File: config.mk
export PLATFORM = sky130hd
export DESIGN_NAME = gicr_regs
export DESIGN_NICKNAME = d
export VERILOG_FILES = /design/src/verilog/gicr_regs.v /design/src/verilog/gicr_pin_sync.v
export VERILOG_INCLUDE_DIRS = /design/src /design/src/inc
export SDC_FILE = /design/constraint.sdc
export NUM_CORES = 1
export LEC_CHECK = 0
export BUFFER_PORTS_ARGS = -buffer_cell sky130_fd_sc_hd__buf_2
export CAP_MARGIN = 10
export CELL_PAD_IN_SITES_DETAIL_PLACEMENT = 1
export CELL_PAD_IN_SITES_GLOBAL_PLACEMENT = 1
export CORE_ASPECT_RATIO = 0.9
export CORE_MARGIN = 8
export CORE_UTILIZATION = 45
export CTS_BUF_LIST = sky130_fd_sc_hd__clkbuf_16
export DETAILED_ROUTE_END_ITERATION = 10
export PLACE_DENSITY = 0.78
export SYNTH_ARGS = -nofsm -noshare
export SYNTH_HDL_FRONTEND = slang
export SYNTH_SLANG_ARGS = --single-unit
File: constraint.sdc
create_clock -name clk_sys -period 12.6 [get_ports clk_sys]
set_input_delay 2.52 -clock clk_sys [delete_from_list [all_inputs] [get_ports clk_sys]]
set_output_delay 2.52 -clock clk_sys [all_outputs]
set_load 0.02 [all_outputs]
File: src/inc/gicr_map.vh
// Purpose: Register map and field layout of the pin, identifier and channel bank
// Assumes: 32-bit AXI4-Lite words, byte address = 4 * register index
// Notes: Definitions only
`ifndef GICR_MAP_VH
`define GICR_MAP_VH

// ***********************************
// Register indices and address width
// ***********************************
`define GICR_IDX_PINCTL 8'h06
`define GICR_IDX_PARTID 8'h07
`define GICR_IDX_CH0 8'h10
`define GICR_IDX_CH_LAST 8'h1f
`define GICR_IDX_SEQ 8'h20
`define GICR_ADDR_W 8

// ***********************************
// Pin control fields
// ***********************************
`define GICR_PIN_LVL0 0
`define GICR_PIN_LVL1 1
`define GICR_PIN_OE0 2
`define GICR_PIN_OE1 3
`define GICR_PIN_IE0 4
`define GICR_PIN_IE1 5
`define GICR_PINCTL_MASK 16'h003f

// ***********************************
// Channel register fields
// ***********************************
`define GICR_CH_EN 15
`define GICR_CH_SEL_HI 14
`define GICR_CH_SEL_LO 12
`define GICR_CH_WMASK 16'hf3ff
`define GICR_CH0_RESET 16'h8001
`define GICR_CHN_RESET 16'h0001
`define GICR_NUM_CH 16

// ***********************************
// Identifier and sequencing
// ***********************************
`define GICR_PART_ID 16'h5a50
`define GICR_DWELL_CYCLES 8'h0f

// ***********************************
// AXI responses
// ***********************************
`define GICR_RESP_OKAY 2'b00
`define GICR_RESP_SLVERR 2'b10

`endif

File: src/verilog/gicr_regs.v
// Purpose: Pin control, part identifier and channel register bank behind AXI4-Lite
// Assumes: One clock clk_sys at 20 MHz, asynchronous active-high reset rst
// Notes: Sequencer steps through enabled channels after a fixed dwell
//
// Functional notes
// - Bit 4 makes pin 0 an input
// - Bit 3 makes pin 1 drive out
// - Bit 2 makes pin 0 drive out
// - Bit 1: pin 1 level, out or in
// - Bit 0: pin 0 level, out or in
// - Bit 5 makes pin 1 an input
// - Read-only 16-bit identifier at index 0x07
// - Channel 0 resets to 0x8001, enabled
// - Bit 15 enables; several enabled are sequenced
// - Ascending order; channels 1-15 reset disabled
// - Bits 14:12 pick one of eight setups
// - A setup's four registers apply together
// - Bits 11:10 reserved, read zero, write zero
//
// The AXI4-Lite slave port was chosen for this implementation.
`timescale 1ns/1ps
`include "gicr_map.vh"

module gicr_regs (
   // Clock and reset
   input wire clk_sys,
   input wire rst,
   // AXI4-Lite write address
   input wire [31:0] s_axi_awaddr,
   input wire s_axi_awvalid,
   output wire s_axi_awready,
   // AXI4-Lite write data
   input wire [31:0] s_axi_wdata,
   input wire [3:0] s_axi_wstrb,
   input wire s_axi_wvalid,
   output wire s_axi_wready,
   // AXI4-Lite write response
   output reg [1:0] s_axi_bresp,
   output reg s_axi_bvalid,
   input wire s_axi_bready,
   // AXI4-Lite read address
   input wire [31:0] s_axi_araddr,
   input wire s_axi_arvalid,
   output wire s_axi_arready,
   // AXI4-Lite read data
   output reg [31:0] s_axi_rdata,
   output reg [1:0] s_axi_rresp,
   output reg s_axi_rvalid,
   input wire s_axi_rready,
   // General pin 0
   input wire general_pin_0_in,
   output reg general_pin_0_out,
   output reg general_pin_0_oe_n,
   // General pin 1
   input wire general_pin_1_in,
   output reg general_pin_1_out,
   output reg general_pin_1_oe_n,
   // Sequencer towards the converter core
   output reg [3:0] seq_channel,
   output reg [2:0] seq_profile,
   output reg seq_active,
   output reg seq_profile_load
);

// ***********************************
// Helpers
// ***********************************
function [`GICR_ADDR_W-1:0] word_index;
   input [31:0] addr;
   begin
      word_index = addr[`GICR_ADDR_W+1:2];
   end
endfunction

function is_channel;
   input [`GICR_ADDR_W-1:0] idx;
   begin
      is_channel = (idx >= `GICR_IDX_CH0) && (idx <= `GICR_IDX_CH_LAST);
   end
endfunction

function [15:0] merge16;
   input [15:0] old;
   input [31:0] data;
   input [3:0] strb;
   begin
      merge16 = {strb[1] ? data[15:8] : old[15:8], strb[0] ? data[7:0] : old[7:0]};
   end
endfunction

// ***********************************
// State
// ***********************************
reg [15:0] chan_cfg [0:`GICR_NUM_CH-1];
reg pin0_input_enable;
reg pin1_input_enable;
reg pin0_output_enable;
reg pin1_output_enable;
reg pin0_level;
reg pin1_level;
wire [1:0] pin_sampled;
reg [31:0] aw_addr;
reg aw_held;
reg [31:0] w_data;
reg [3:0] w_strb;
reg w_held;
reg [7:0] dwell;
integer i;

gicr_pin_sync u_pin_sync (
   .clk_sys(clk_sys),
   .rst(rst),
   .pin_raw({general_pin_1_in, general_pin_0_in}),
   .pin_level(pin_sampled)
);

// ***********************************
// Write path
// ***********************************
assign s_axi_awready = !aw_held && !s_axi_bvalid;
assign s_axi_wready = !w_held && !s_axi_bvalid;

wire aw_now = s_axi_awvalid && s_axi_awready;
wire w_now = s_axi_wvalid && s_axi_wready;
wire have_aw = aw_held || aw_now;
wire have_w = w_held || w_now;
wire do_write = have_aw && have_w && !s_axi_bvalid;
wire [31:0] wr_addr = aw_held ? aw_addr : s_axi_awaddr;
wire [31:0] wr_data = w_held ? w_data : s_axi_wdata;
wire [3:0] wr_strb = w_held ? w_strb : s_axi_wstrb;
wire [`GICR_ADDR_W-1:0] wr_idx = word_index(wr_addr);
wire wr_hit = (wr_addr[31:`GICR_ADDR_W+2] == 0) && (is_channel(wr_idx) || (wr_idx == `GICR_IDX_PINCTL));
wire [15:0] pin_word = {10'h000, pin1_input_enable, pin0_input_enable, pin1_output_enable,
   pin0_output_enable, pin1_level, pin0_level};
wire [15:0] pin_new = merge16(pin_word, wr_data, wr_strb) & `GICR_PINCTL_MASK;
wire [3:0] wr_ch = wr_idx[3:0];

always @(posedge clk_sys or posedge rst) begin
   if (rst) begin
      aw_held <= 1'b0;
      w_held <= 1'b0;
      aw_addr <= 32'h0;
      w_data <= 32'h0;
      w_strb <= 4'h0;
      s_axi_bvalid <= 1'b0;
      s_axi_bresp <= `GICR_RESP_OKAY;
      pin0_input_enable <= 1'b0;
      pin1_output_enable <= 1'b0;
      pin0_output_enable <= 1'b0;
      pin1_level <= 1'b0;
      pin0_level <= 1'b0;
      pin1_input_enable <= 1'b0;
      // Only channel 0 comes out of reset enabled
      chan_cfg[0] <= `GICR_CH0_RESET;
      for (i = 1; i < `GICR_NUM_CH; i = i + 1) begin
         chan_cfg[i] <= `GICR_CHN_RESET;
      end
   end else begin
      // A half that arrives alone is parked until its partner shows up
      if (aw_now && !do_write) begin
         aw_held <= 1'b1;
         aw_addr <= s_axi_awaddr;
      end
      if (w_now && !do_write) begin
         w_held <= 1'b1;
         w_data <= s_axi_wdata;
         w_strb <= s_axi_wstrb;
      end
      if (s_axi_bvalid && s_axi_bready) begin
         s_axi_bvalid <= 1'b0;
      end
      if (do_write) begin
         aw_held <= 1'b0;
         w_held <= 1'b0;
         s_axi_bvalid <= 1'b1;
         s_axi_bresp <= wr_hit ? `GICR_RESP_OKAY : `GICR_RESP_SLVERR;
         if (wr_hit && wr_idx == `GICR_IDX_PINCTL) begin
            pin0_level <= pin_new[`GICR_PIN_LVL0];
            pin1_level <= pin_new[`GICR_PIN_LVL1];
            pin0_output_enable <= pin_new[`GICR_PIN_OE0];
            pin1_output_enable <= pin_new[`GICR_PIN_OE1];
            pin0_input_enable <= pin_new[`GICR_PIN_IE0];
            pin1_input_enable <= pin_new[`GICR_PIN_IE1];
         end else if (wr_hit) begin
            // Reserved bits are dropped even if software sets them
            chan_cfg[wr_ch] <= merge16(chan_cfg[wr_ch], wr_data, wr_strb) & `GICR_CH_WMASK;
         end
      end
   end
end

// ***********************************
// Read path
// ***********************************
assign s_axi_arready = !s_axi_rvalid;
wire [`GICR_ADDR_W-1:0] rd_idx = word_index(s_axi_araddr);
wire rd_upper_ok = (s_axi_araddr[31:`GICR_ADDR_W+2] == 0);
// An input pin reports its sampled level instead of the stored drive value
wire lvl0_view = pin0_input_enable ? pin_sampled[0] : pin0_level;
wire lvl1_view = pin1_input_enable ? pin_sampled[1] : pin1_level;
reg [15:0] rd_word;
reg rd_hit;

always @* begin
   rd_word = 16'h0000;
   rd_hit = rd_upper_ok;
   if (!rd_upper_ok) begin
      rd_hit = 1'b0;
   end else if (rd_idx == `GICR_IDX_PINCTL) begin
      rd_word = {10'h000, pin1_input_enable, pin0_input_enable, pin1_output_enable,
         pin0_output_enable, lvl1_view, lvl0_view};
   end else if (rd_idx == `GICR_IDX_PARTID) begin
      rd_word = `GICR_PART_ID;
   end else if (is_channel(rd_idx)) begin
      rd_word = chan_cfg[rd_idx[3:0]] & `GICR_CH_WMASK;
   end else if (rd_idx == `GICR_IDX_SEQ) begin
      rd_word = {8'h00, seq_active, seq_profile, seq_channel};
   end else begin
      rd_hit = 1'b0;
   end
end

always @(posedge clk_sys or posedge rst) begin
   if (rst) begin
      s_axi_rvalid <= 1'b0;
      s_axi_rdata <= 32'h0;
      s_axi_rresp <= `GICR_RESP_OKAY;
   end else if (s_axi_arvalid && s_axi_arready) begin
      s_axi_rvalid <= 1'b1;
      s_axi_rdata <= {16'h0000, rd_word};
      s_axi_rresp <= rd_hit ? `GICR_RESP_OKAY : `GICR_RESP_SLVERR;
   end else if (s_axi_rvalid && s_axi_rready) begin
      s_axi_rvalid <= 1'b0;
   end
end

// ***********************************
// Pin drivers
// ***********************************
// An input enable overrides the output enable so the pin is never fought over
always @(posedge clk_sys or posedge rst) begin
   if (rst) begin
      general_pin_0_out <= 1'b0;
      general_pin_1_out <= 1'b0;
      general_pin_0_oe_n <= 1'b1;
      general_pin_1_oe_n <= 1'b1;
   end else begin
      general_pin_0_out <= pin0_level;
      general_pin_1_out <= pin1_level;
      general_pin_0_oe_n <= !(pin0_output_enable && !pin0_input_enable);
      general_pin_1_oe_n <= !(pin1_output_enable && !pin1_input_enable);
   end
end

// ***********************************
// Channel sequencer
// ***********************************
// Finds the next enabled channel above the current one, wrapping round
// The current channel is probed last, so a lone enabled channel steps onto itself
reg [3:0] next_channel;
reg found;
reg [4:0] k;
reg [3:0] probe;
wire [15:0] cur_cfg = chan_cfg[seq_channel];

always @* begin
   next_channel = seq_channel;
   found = 1'b0;
   probe = 4'h0;
   for (k = 5'h01; k <= 5'h10; k = k + 5'h01) begin
      probe = seq_channel + k[3:0];
      if (!found && chan_cfg[probe][`GICR_CH_EN]) begin
         next_channel = probe;
         found = 1'b1;
      end
   end
end

always @(posedge clk_sys or posedge rst) begin
   if (rst) begin
      seq_channel <= 4'h0;
      seq_profile <= 3'h0;
      seq_active <= 1'b0;
      seq_profile_load <= 1'b0;
      dwell <= 8'h00;
   end else begin
      seq_profile_load <= 1'b0;
      seq_active <= found;
      if (!found) begin
         dwell <= 8'h00;
      end else if (!cur_cfg[`GICR_CH_EN] || dwell == `GICR_DWELL_CYCLES) begin
         // A channel switched off under the sequencer is left at once, without dwell
         // Step on; the profile number loads the whole setup at once
         dwell <= 8'h00;
         seq_channel <= next_channel;
         seq_profile <= chan_cfg[next_channel][`GICR_CH_SEL_HI:`GICR_CH_SEL_LO];
         seq_profile_load <= 1'b1;
      end else begin
         dwell <= dwell + 8'h01;
      end
   end
end

endmodule // gicr_regs

File: src/verilog/gicr_pin_sync.v
// Purpose: Three-stage synchroniser for the two general pin inputs
// Assumes: Pins are asynchronous to clk_sys
// Notes: A change counts once the second and third stages agree
`timescale 1ns/1ps

module gicr_pin_sync (
   // Clock and reset
   input wire clk_sys,
   input wire rst,
   // Raw pins
   input wire [1:0] pin_raw,
   // Filtered levels
   output reg [1:0] pin_level
);

reg [1:0] stage1;
reg [1:0] stage2;
reg [1:0] stage3;

always @(posedge clk_sys or posedge rst) begin
   if (rst) begin
      stage1 <= 2'h0;
      stage2 <= 2'h0;
      stage3 <= 2'h0;
      pin_level <= 2'h0;
   end else begin
      stage1 <= pin_raw;
      stage2 <= stage1;
      stage3 <= stage2;
      // Per bit: hold the old level while the two stages disagree
      pin_level <= (stage2 & stage3) | (pin_level & (stage2 ^ stage3));
   end
end

endmodule // gicr_pin_sync

==> impl_metrics.py, run 1 <==
metrics = {
    "final_layout": {
        "mostFrequentLayoutCells": "dfrtp_1 (307), mux2_2 (290), mux4_2 (151), buf_2 (118), nand2_1 (109)",
        "fin_util": 0.5092,
        "stdcell_area_um2": 21840,
        "drive_above_1_share": 0.4352,
        "synthToLayoutAreaGrowth_pct": 11.73,
        "final_nets": 1699,
        "final_common_cell": "dfrtp_1",
        "n_antenna_cell": 0,
        "final_cells": 2161,
    },
    "power": {
        "peakVddDrop_uv": 83.71,
        "power_leakage_nw": 9.718,
        "pwr_density_cell_nw_per_um2": 141.3,
    },
    "timing": {
        "maxSlewHeadroom": 0.1833,
        "hold_ws_ps": 369.9,
        "fin_setup_tns_ps": 0,
        "period_share": 0.4527,
        "slew_violations": 0,
        "clock_skew_ps": 31.05,
        "setup_viol": 0,
        "finalHoldViolations": 0,
        "period_needed_ps": 5704,
        "worst_slew_pin_slew_ps": 1221,
        "rsz0062_at_grt": "false",
        "fmax_mhz": 175.3,
    },
    "yosys": {
        "avgSynthCellArea_um2": 13.15,
        "netlist_area_um2": 19540,
        "yosysUniqueCellTypes": 82,
        "synthesis.yosys.warnings": 0,
        "synth_seq_cells": 326,
        "synth_edf_count": 0,
        "ys_seq_area_frac": 0.4186,
        "synth-async-reset-ratio": 1.000,
        "netlist_instances": 1486,
        "ys.flop_type": "dfrtp_1",
    },
    "status": {
        "outcome": "completed",
    },
    "place": {
        "post-dp-hpwl_mm": 41.49,
        "portBuffers": 119,
        "placed_area_um2": 20640,
        "gp_congestion": 0.8983,
        "place_inst": 2089,
    },
    "clock_tree": {
        "hold_buffers": 0,
        "clock_sinks": 326,
        "path_clk_slew_ps": 60,
        "htree_levels": 2,
        "tritoncts": "yes",
        "cts_buffers": 37,
        "clk_latency_ps": 570,
        "clk_path_buf_depth": 3,
        "postCtsSetupRepairBufs": 0,
        "post_cts_resized": 0,
        "cts_root_buf": "clkbuf_16",
    },
    "route": {
        "dr.pass1.iters": 5,
        "wl_mm": 63.17,
        "wl_per_cell_um": 29.23,
        "postRouteAntennaNets": 0,
        "drt-initial-drc-count": 1245,
        "vias": 14240,
        "vias_per_cell": 6.587,
        "post-route-drc-count": 0,
    },
    "die": {
        "coreArea_um2": 42880,
        "io_pins": 163,
        "die_w_um": 235.7,
        "std_cell_rows": 72,
        "die_h_um": 213.7,
        "start_util": 0.4558,
        "dieArea_um2": 50360,
    },
    "grt": {
        "grt_usage": 0.2515,
        "grt_pass1_wl_mm": 97.60,
        "antenna_found_initial": 0,
        "grt_max_degree": 98,
        "grt_overflow_total": 0,
        "grt_pass1_vias": 15360,
    },
    "critical_path": {
        "timing.rr.start": "seq_channel[1]",
        "cp.required_ps": 13030,
        "worstSetupEndpointType": "register",
        "rrSetupSlack_ps": 6940,
        "path_class": "in -> reg",
        "startpoint_type": "input pin",
        "crit_fanout": 30,
        "startpoint": "s_axi_awaddr[2]",
        "arrival_ps": 6140,
    },
    "worst_hold_path": {
        "hp-class": "reg -> reg",
        "holdCritStartpoint": "u_pin_sync.stage1[0]",
    },
    "run": {
        "drv_cap": 0,
    },
}
stage by stage:
stage	setup slack, ps	power [mW]
after floorplan	1085	1.738
after global placement	6471	1.976
after detailed placement	6413	2.012
after CTS	6956	3.070
after global routing	6760	3.194
final	6896	3.085
cell type report:
type                    count  area (µm²)
clock inverters            28       198.9
multi-input cells        1039       10840
flip-flops and latches    326        8182
well taps                 555       694.4
fillers                  4326       21050
inverters                  14       60.06
repair buffers            161       913.4
clock buffers              38       950.9
power breakdown:
group / internal [mW] / switching (mW) / leakage, nW / total, mW
clock network: 0.591 / 0.463 / 0.589 / 1.05
registers: 1.13 / 0.0833 / 4.36 / 1.21
logic: 0.285 / 0.532 / 4.77 / 0.817
total: 2.01 / 1.08 / 9.72 / 3.08
routing by layer:
metal / GRT usage / up-vias / routed length (µm)
met5: 0 / - / 0
met4: 0.08612 / 0 / 2168
met3: 0.06757 / 144 / 5204
met2: 0.4110 / 620 / 30000
met1: 0.3252 / 7584 / 25790
li1: - / 5887 / -
cell families (layout without fill, tap and decap cells):
logic type / Yosys count / after routing / synth area share
compound gates: 176 / 176 / 0.06287
fa+ha+maj: 11 / 11 / 0.007042
simple gates: 292 / 292 / 0.07356
other cells: 1 / 19 / 0.0001919
mux: 521 / 521 / 0.3926
xor+xnor: 20 / 20 / 0.01146
flops: 326 / 326 / 0.4186
buf+inv: 139 / 241 / 0.03367
worst max-delay path, stage by stage:
cell,delay [ps]
buf_2,120
mux2_2,260
buf_4,330
nor2_1,230
nand4_1,140
a211o_1,410
or3_1,400
nor2_1,940
buf_4,380
mux2_2,360
synth_stat cells, types with 12 or more instances:
cell type  number  share of area
mux2_2        290           0.17
buf_2          13         0.0033
and3_1         17         0.0054
nor4_1         18         0.0058
nand3_1        17         0.0044
a31oi_1        18         0.0058
nor2b_1        20         0.0064
nor2_1         58          0.011
a21oi_1        32         0.0082
mux2i_1        64          0.033
buf_4          22         0.0085
dfrtp_1       307           0.39
clkbuf_1       74          0.014
o21ai_0        31         0.0079
nand2_1       109          0.021
dfstp_2        19          0.026
mux4_2        151           0.17
inv_1          12         0.0023
a211oi_1       17         0.0065
path summary, 6_finish.rpt:
path | endpoint | cells past startpoint
setup reg to reg | seq_profile[1] | 15
hold reg to reg | u_pin_sync.stage2[0] | 0
max in group asynchronous | chan_cfg[113] | 3
hold / removal | u_pin_sync.stage2[0] | 0
setup / recovery | chan_cfg[23] | 10
min in group asynchronous | chan_cfg[226] | 2
state kept, by name (all words and copies together) (netlist names), 2 cells and up:
| name | flops |
|---|---|
| s_axi_rdata | 15 |
| seq_profile | 3 |
| u_pin_sync.stage1 | 2 |
| u_pin_sync.stage3 | 2 |
| dwell | 8 |
| w_data | 14 |
| u_pin_sync.stage2 | 2 |
| aw_addr | 30 |
| chan_cfg | 224 |
| u_pin_sync.pin_level | 2 |
| w_strb | 2 |
| seq_channel | 4 |
Power figures use the tool's default switching activity.
==> run 2, diff against run 1 <==
--- a/config.mk
+++ b/config.mk
@@ -15,7 +15,7 @@
 export CORE_UTILIZATION = 45
 export CTS_BUF_LIST = sky130_fd_sc_hd__clkbuf_16
 export DETAILED_ROUTE_END_ITERATION = 10
-export PLACE_DENSITY = 0.78
+export PLACE_DENSITY = 0.81
 export SYNTH_ARGS = -nofsm -noshare
 export SYNTH_HDL_FRONTEND = slang
 export SYNTH_SLANG_ARGS = --single-unit
==> constraint.sdc (replaced) <==
create_clock -name clk_sys -period 5 [get_ports clk_sys]
set_input_delay 1 -clock clk_sys [delete_from_list [all_inputs] [get_ports clk_sys]]
set_output_delay 1 -clock clk_sys [all_outputs]
set_load 0.02 [all_outputs]
==> impl_metrics.py, run 2 (synthesis gave the netlist of run 1 again) <==
metrics = {
    "critical_path": {
        "r2r-end": "seq_profile[2]",
        "path_class": "reg -> reg",
        "startpoint_type": "register",
        "slowest_delay_ps": 610,
        "crit_chain": "inv_1 -> ha_2 -> mux4_1 -> mux2i_1 -> mux2_2 -> or4b_1 -> buf_4 -> nor2_1 -> o211ai_1 -> o21a_1 -> o31ai_4 -> buf_4 -> mux4_1 -> mux2i_1 -> o2bb2ai_1 -> a21oi_1",
        "r2r_cells": 16,
        "critPathTopFamily": "multiplexers",
        "cp.depth": 16,
        "arrival_ps": 5230,
        "timing.rr.start": "seq_channel[0]",
        "critPathSlowestCell": "mux4_1",
        "crit_buf_inv": 3,
        "rrSetupSlack_ps": 190,
        "crit_fanout": 12,
        "cp-endpoint": "seq_profile[2]",
        "cp.required_ps": 5420,
        "worstSetupEndpointType": "register",
        "startpoint": "seq_channel[0]",
    },
    "place": {
        "pre_cts_slack_ps": 156.5,
        "portBuffers": 119,
        "gp_congestion": 0.9143,
        "post-dp-hpwl_mm": 45.37,
    },
    "clock_tree": {
        "path_clk_slew_ps": 60,
        "clk_path_buf_depth": 3,
        "clk_latency_ps": 540,
        "hold_buffers": 0,
        "tritoncts": "yes",
        "post_cts_resized": 0,
        "cts_buffers": 37,
        "cts_root_buf": "clkbuf_16",
        "htree_levels": 2,
        "postCtsSetupRepairBufs": 0,
        "clock_sinks": 326,
    },
    "die": {
        "std_cell_rows": 72,
        "die_w_um": 235.7,
        "coreArea_um2": 42880,
        "io_pins": 163,
        "die_h_um": 213.7,
        "start_util": 0.4558,
        "dieArea_um2": 50360,
    },
    "timing": {
        "final.setup.worst_slack_ps": 190.7,
        "period_needed_ps": 4809,
        "clock_skew_ps": 20.16,
        "fin_setup_tns_ps": 0,
        "finalHoldViolations": 0,
        "fmax_mhz": 207.9,
        "slew_violations": 0,
        "setup_viol": 0,
        "hold_ws_ps": 364.2,
        "maxSlewHeadroom": 0.1740,
        "period_share": 0.9619,
        "rsz0062_at_grt": "false",
        "worst_slew_pin_slew_ps": 1239,
    },
    "grt": {
        "grt_pass1_vias": 16090,
        "antenna_found_initial": 1,
        "grt_overflow_total": 0,
        "grt_max_degree": 157,
        "gr-usage-met3": 0.06732,
        "met1_usage": 0.3342,
        "grt_pass1_wl_mm": 103.6,
        "busiest_layer": "met2",
        "gr-usage-met2": 0.4439,
        "grt_usage": 0.2673,
    },
    "route": {
        "vias_per_cell": 6.639,
        "wl_mm": 67.33,
        "postRouteAntennaNets": 0,
        "vias": 14750,
        "post-route-drc-count": 0,
        "drt-initial-drc-count": 1561,
        "wl_per_cell_um": 30.30,
        "dr.pass1.iters": 5,
    },
    "status": {
        "outcome": "completed",
    },
    "final_layout": {
        "drive_above_1_share": 0.4553,
        "top_regs": "chan_cfg: 224 flops, aw_addr: 30 flops, s_axi_rdata: 15 flops",
        "fin_util": 0.5237,
        "mostFrequentLayoutCells": "dfrtp_1 (307), mux2_2 (290), mux4_2 (151), buf_2 (118), nand2_1 (109)",
        "final_nets": 1758,
        "synthToLayoutAreaGrowth_pct": 14.90,
        "largest_register_ffs": 224,
        "final_common_cell": "dfrtp_1",
        "n_antenna_cell": 0,
        "regMostFlops": "chan_cfg",
    },
    "power": {
        "p_total_mw": 8.071,
        "peakVddDrop_uv": 272.6,
        "pwr_density_cell_nw_per_um2": 359.4,
        "power_leakage_nw": 10.07,
    },
    "worst_hold_path": {
        "hp-class": "reg -> reg",
    },
    "run": {
        "drv_cap": 0,
    },
}
run 2: cell types whose count changed in the layout (fill, tap and decap cells not counted), moves of 2 or more:
| cell | delta |
|---|---|
| buf_4 | +50 |
| buf_12 | +9 |
| clkinv_2 | -5 |
| inv_1 | +4 |
| clkinvlp_4 | +3 |
| bufinv_16 | +2 |
| clkinv_1 | -2 |
run 2: worst min path at each step:
stage,slack (ps),cells after the start,end,from
finish,360,0,u_pin_sync.stage2[0],u_pin_sync.stage1[0]
global placement,340,0,u_pin_sync.stage2[1],u_pin_sync.stage1[1]
global route,370,0,u_pin_sync.stage2[0],u_pin_sync.stage1[0]
detailed placement,340,0,u_pin_sync.stage2[0],u_pin_sync.stage1[0]
floorplan,330,0,u_pin_sync.stage2[0],u_pin_sync.stage1[0]
CTS,370,0,u_pin_sync.stage2[0],u_pin_sync.stage1[0]
run 2: area by class of cell:
cell class                      count  area [µm²]
Clock buffer                       39       975.9
Multi-Input combinational cell   1039       10840
Timing Repair Buffer              220        1469
Tap cell                          555       694.4
Inverter                           14       56.30
Fill cell                        4289       20420
Sequential cell                   326        8182
Clock inverter                     29       240.2
run 2: stage by stage:
step / cell area [µm²] / cells
2_1_floorplan: 19620 / 1504
3_3_place_gp: 21220 / 2151
3_5_place_dp: 21220 / 2151
4_1_cts: 22430 / 2219
5_1_grt: 22460 / 2222
6_report: 22460 / 2222
run 2: power by group:
| part | total, mW | switching (mW) | internal [mW] |
|---|---|---|---|
| Sequential | 3.04 | 0.186 | 2.85 |
| Clock | 2.76 | 1.14 | 1.62 |
| Combinational | 2.28 | 1.45 | 0.828 |
run 2: layer usage:
metal,wire length (µm),share of wire
met1,25570,0.38
met2,32130,0.48
met3,6559,0.097
met4,3067,0.046
met5,0,0
==> run 3, diff against run 2 <==
--- a/config.mk
+++ b/config.mk
@@ -15,6 +15,7 @@
 export CORE_UTILIZATION = 45
 export CTS_BUF_LIST = sky130_fd_sc_hd__clkbuf_16
 export DETAILED_ROUTE_END_ITERATION = 10
+export MAX_ROUTING_LAYER = met4
 export PLACE_DENSITY = 0.81
 export SYNTH_ARGS = -nofsm -noshare
 export SYNTH_HDL_FRONTEND = slang
==> impl_metrics.py, run 3 (synthesis gave the netlist of run 1 again) <==
metrics = {
    "status": {
        "outcome": "completed",
    },
    "grt": {
        "grt_usage": 0.2757,
        "grt_max_degree": 131,
        "antenna_found_initial": 1,
        "grt_pass1_vias": 16310,
        "grt_pass1_wl_mm": 103.4,
        "grt_overflow_total": 0,
    },
    "timing": {
        "finalHoldViolations": 0,
        "slew_violations": 0,
        "clock_skew_ps": 24.15,
        "worst_slew_pin_slew_ps": 1340,
        "fmax_mhz": 206.3,
        "period_share": 0.9696,
        "hold_ws_ps": 356.0,
        "final.setup.worst_slack_ps": 152.2,
        "setup_viol": 0,
        "maxSlewHeadroom": 0.1068,
        "fin_setup_tns_ps": 0,
        "rsz0062_at_grt": "false",
        "period_needed_ps": 4848,
    },
    "clock_tree": {
        "path_clk_slew_ps": 60,
        "tritoncts": "yes",
        "clk_path_buf_depth": 3,
        "clk_latency_ps": 570,
        "clock_sinks": 326,
        "cts_root_buf": "clkbuf_16",
        "postCtsSetupRepairBufs": 0,
        "post_cts_resized": 0,
        "htree_levels": 2,
        "hold_buffers": 0,
        "cts_buffers": 37,
    },
    "power": {
        "p_int_mw": 5.171,
        "pwr-share-comb": 0.287,
        "p_clk_frac": 0.329,
        "pwr-share-seq": 0.384,
        "p_switching_mw": 2.773,
        "peakVddDrop_uv": 206.4,
        "power_leakage_nw": 10.08,
        "swShare": 0.3490,
        "p_total_mw": 7.944,
        "pwr_density_cell_nw_per_um2": 354.4,
    },
    "critical_path": {
        "r2r_cells": 16,
        "crit_chain": "inv_1 -> ha_1 -> mux4_2 -> mux2i_1 -> mux2i_2 -> or4b_1 -> a211oi_1 -> a2111oi_1 -> buf_4 -> o21a_1 -> o31ai_4 -> buf_4 -> mux4_1 -> mux2i_1 -> o2bb2ai_1 -> a21oi_1",
        "critPathSlowestCell": "mux4_1",
        "worstSetupEndpointType": "register",
        "path_class": "reg -> reg",
        "slowest_delay_ps": 620,
        "startpoint_type": "register",
        "cp.required_ps": 5440,
        "arrival_ps": 5290,
        "crit_fanout": 9,
    },
    "worst_hold_path": {
        "hp-class": "reg -> reg",
        "hold_depth": 0,
    },
    "route": {
        "wl_per_cell_um": 30.16,
        "postRouteAntennaNets": 0,
        "vias": 14820,
        "drt-initial-drc-count": 1492,
        "dr.pass1.iters": 8,
        "post-route-drc-count": 0,
        "vias_per_cell": 6.659,
        "wl_mm": 67.14,
    },
    "final_layout": {
        "mostFrequentLayoutCells": "dfrtp_1 (307), mux2_2 (290), mux4_2 (151), buf_2 (118), nand2_1 (109)",
        "largest_register_ffs": 224,
        "synthToLayoutAreaGrowth_pct": 14.68,
        "regMostFlops": "chan_cfg",
        "final_nets": 1764,
        "final_common_cell": "dfrtp_1",
        "drive_above_1_share": 0.4536,
        "top_regs": "chan_cfg: 224 flops, aw_addr: 30 flops, s_axi_rdata: 15 flops",
        "n_antenna_cell": 0,
    },
    "die": {
        "io_pins": 163,
        "die_h_um": 213.7,
        "coreArea_um2": 42880,
        "start_util": 0.4558,
        "dieArea_um2": 50360,
        "die_w_um": 235.7,
        "std_cell_rows": 72,
    },
    "place": {
        "pre_cts_slack_ps": 235.0,
        "portBuffers": 119,
        "gp_congestion": 0.9209,
        "post-dp-hpwl_mm": 46.90,
    },
    "run": {
        "drv_cap": 0,
    },
}
run 3: final cells by class:
cell class	instances	area, µm²
Clock inverter	28	191.4
Tap cell	555	694.4
Clock buffer	38	950.9
Inverter	14	56.30
Sequential cell	326	8182
Timing Repair Buffer	226	1501
Fill cell	4323	20470
Multi-Input combinational cell	1039	10840
run 3: power by group through the flow:
stage	clock network, mW	logic, mW	registers [mW]
4_1_cts	2.65	2.21	3.05
6_report	2.61	2.28	3.05
5_1_grt	2.76	2.39	3.07
3_3_place_gp	0	2.08	3.07
3_5_place_dp	0	2.19	3.09
2_1_floorplan	0	1.39	2.99
run 3: stage by stage:
step	cells	util	instance area (µm²)
global route	2226	0.5227	22410
CTS	2222	0.5220	22380
finish	2226	0.5227	22410
floorplan	1504	-	19620
detailed placement	2156	0.4953	21240
global placement	2156	0.4953	21240
run 3: metal layers:
layer  wire (µm)  up-vias  GRT usage  share of wire
met5           0        -          -              0
met4        2660        0     0.1065          0.040
met3        5913      197    0.06256          0.088
met2       31590      772     0.4365           0.47
met1       26980     7843     0.3463           0.40
li1            -     6010          -              -
run 3: critical path, delay by kind of cell (launching register included):
kind | cells | cell delay, ps
DFF | 1 | 390
AOI/OAI and AO/OA | 6 | 970
buffers and inverters | 3 | 480
adders and majority gates | 1 | 600
muxes | 5 | 1690
and+or+nand+nor | 1 | 570
run 3: path summary, 6_finish.rpt:
path	start	end	slack [ps]
setup / recovery	seq_channel[1]	seq_profile[2]	150
hold / removal	u_pin_sync.stage1[1]	u_pin_sync.stage2[1]	360
setup reg to reg	seq_channel[1]	seq_profile[2]	150
hold reg to reg	u_pin_sync.stage1[1]	u_pin_sync.stage2[1]	360
max in group asynchronous	rst	dwell[4]	3340
min in group asynchronous	rst	chan_cfg[162]	710
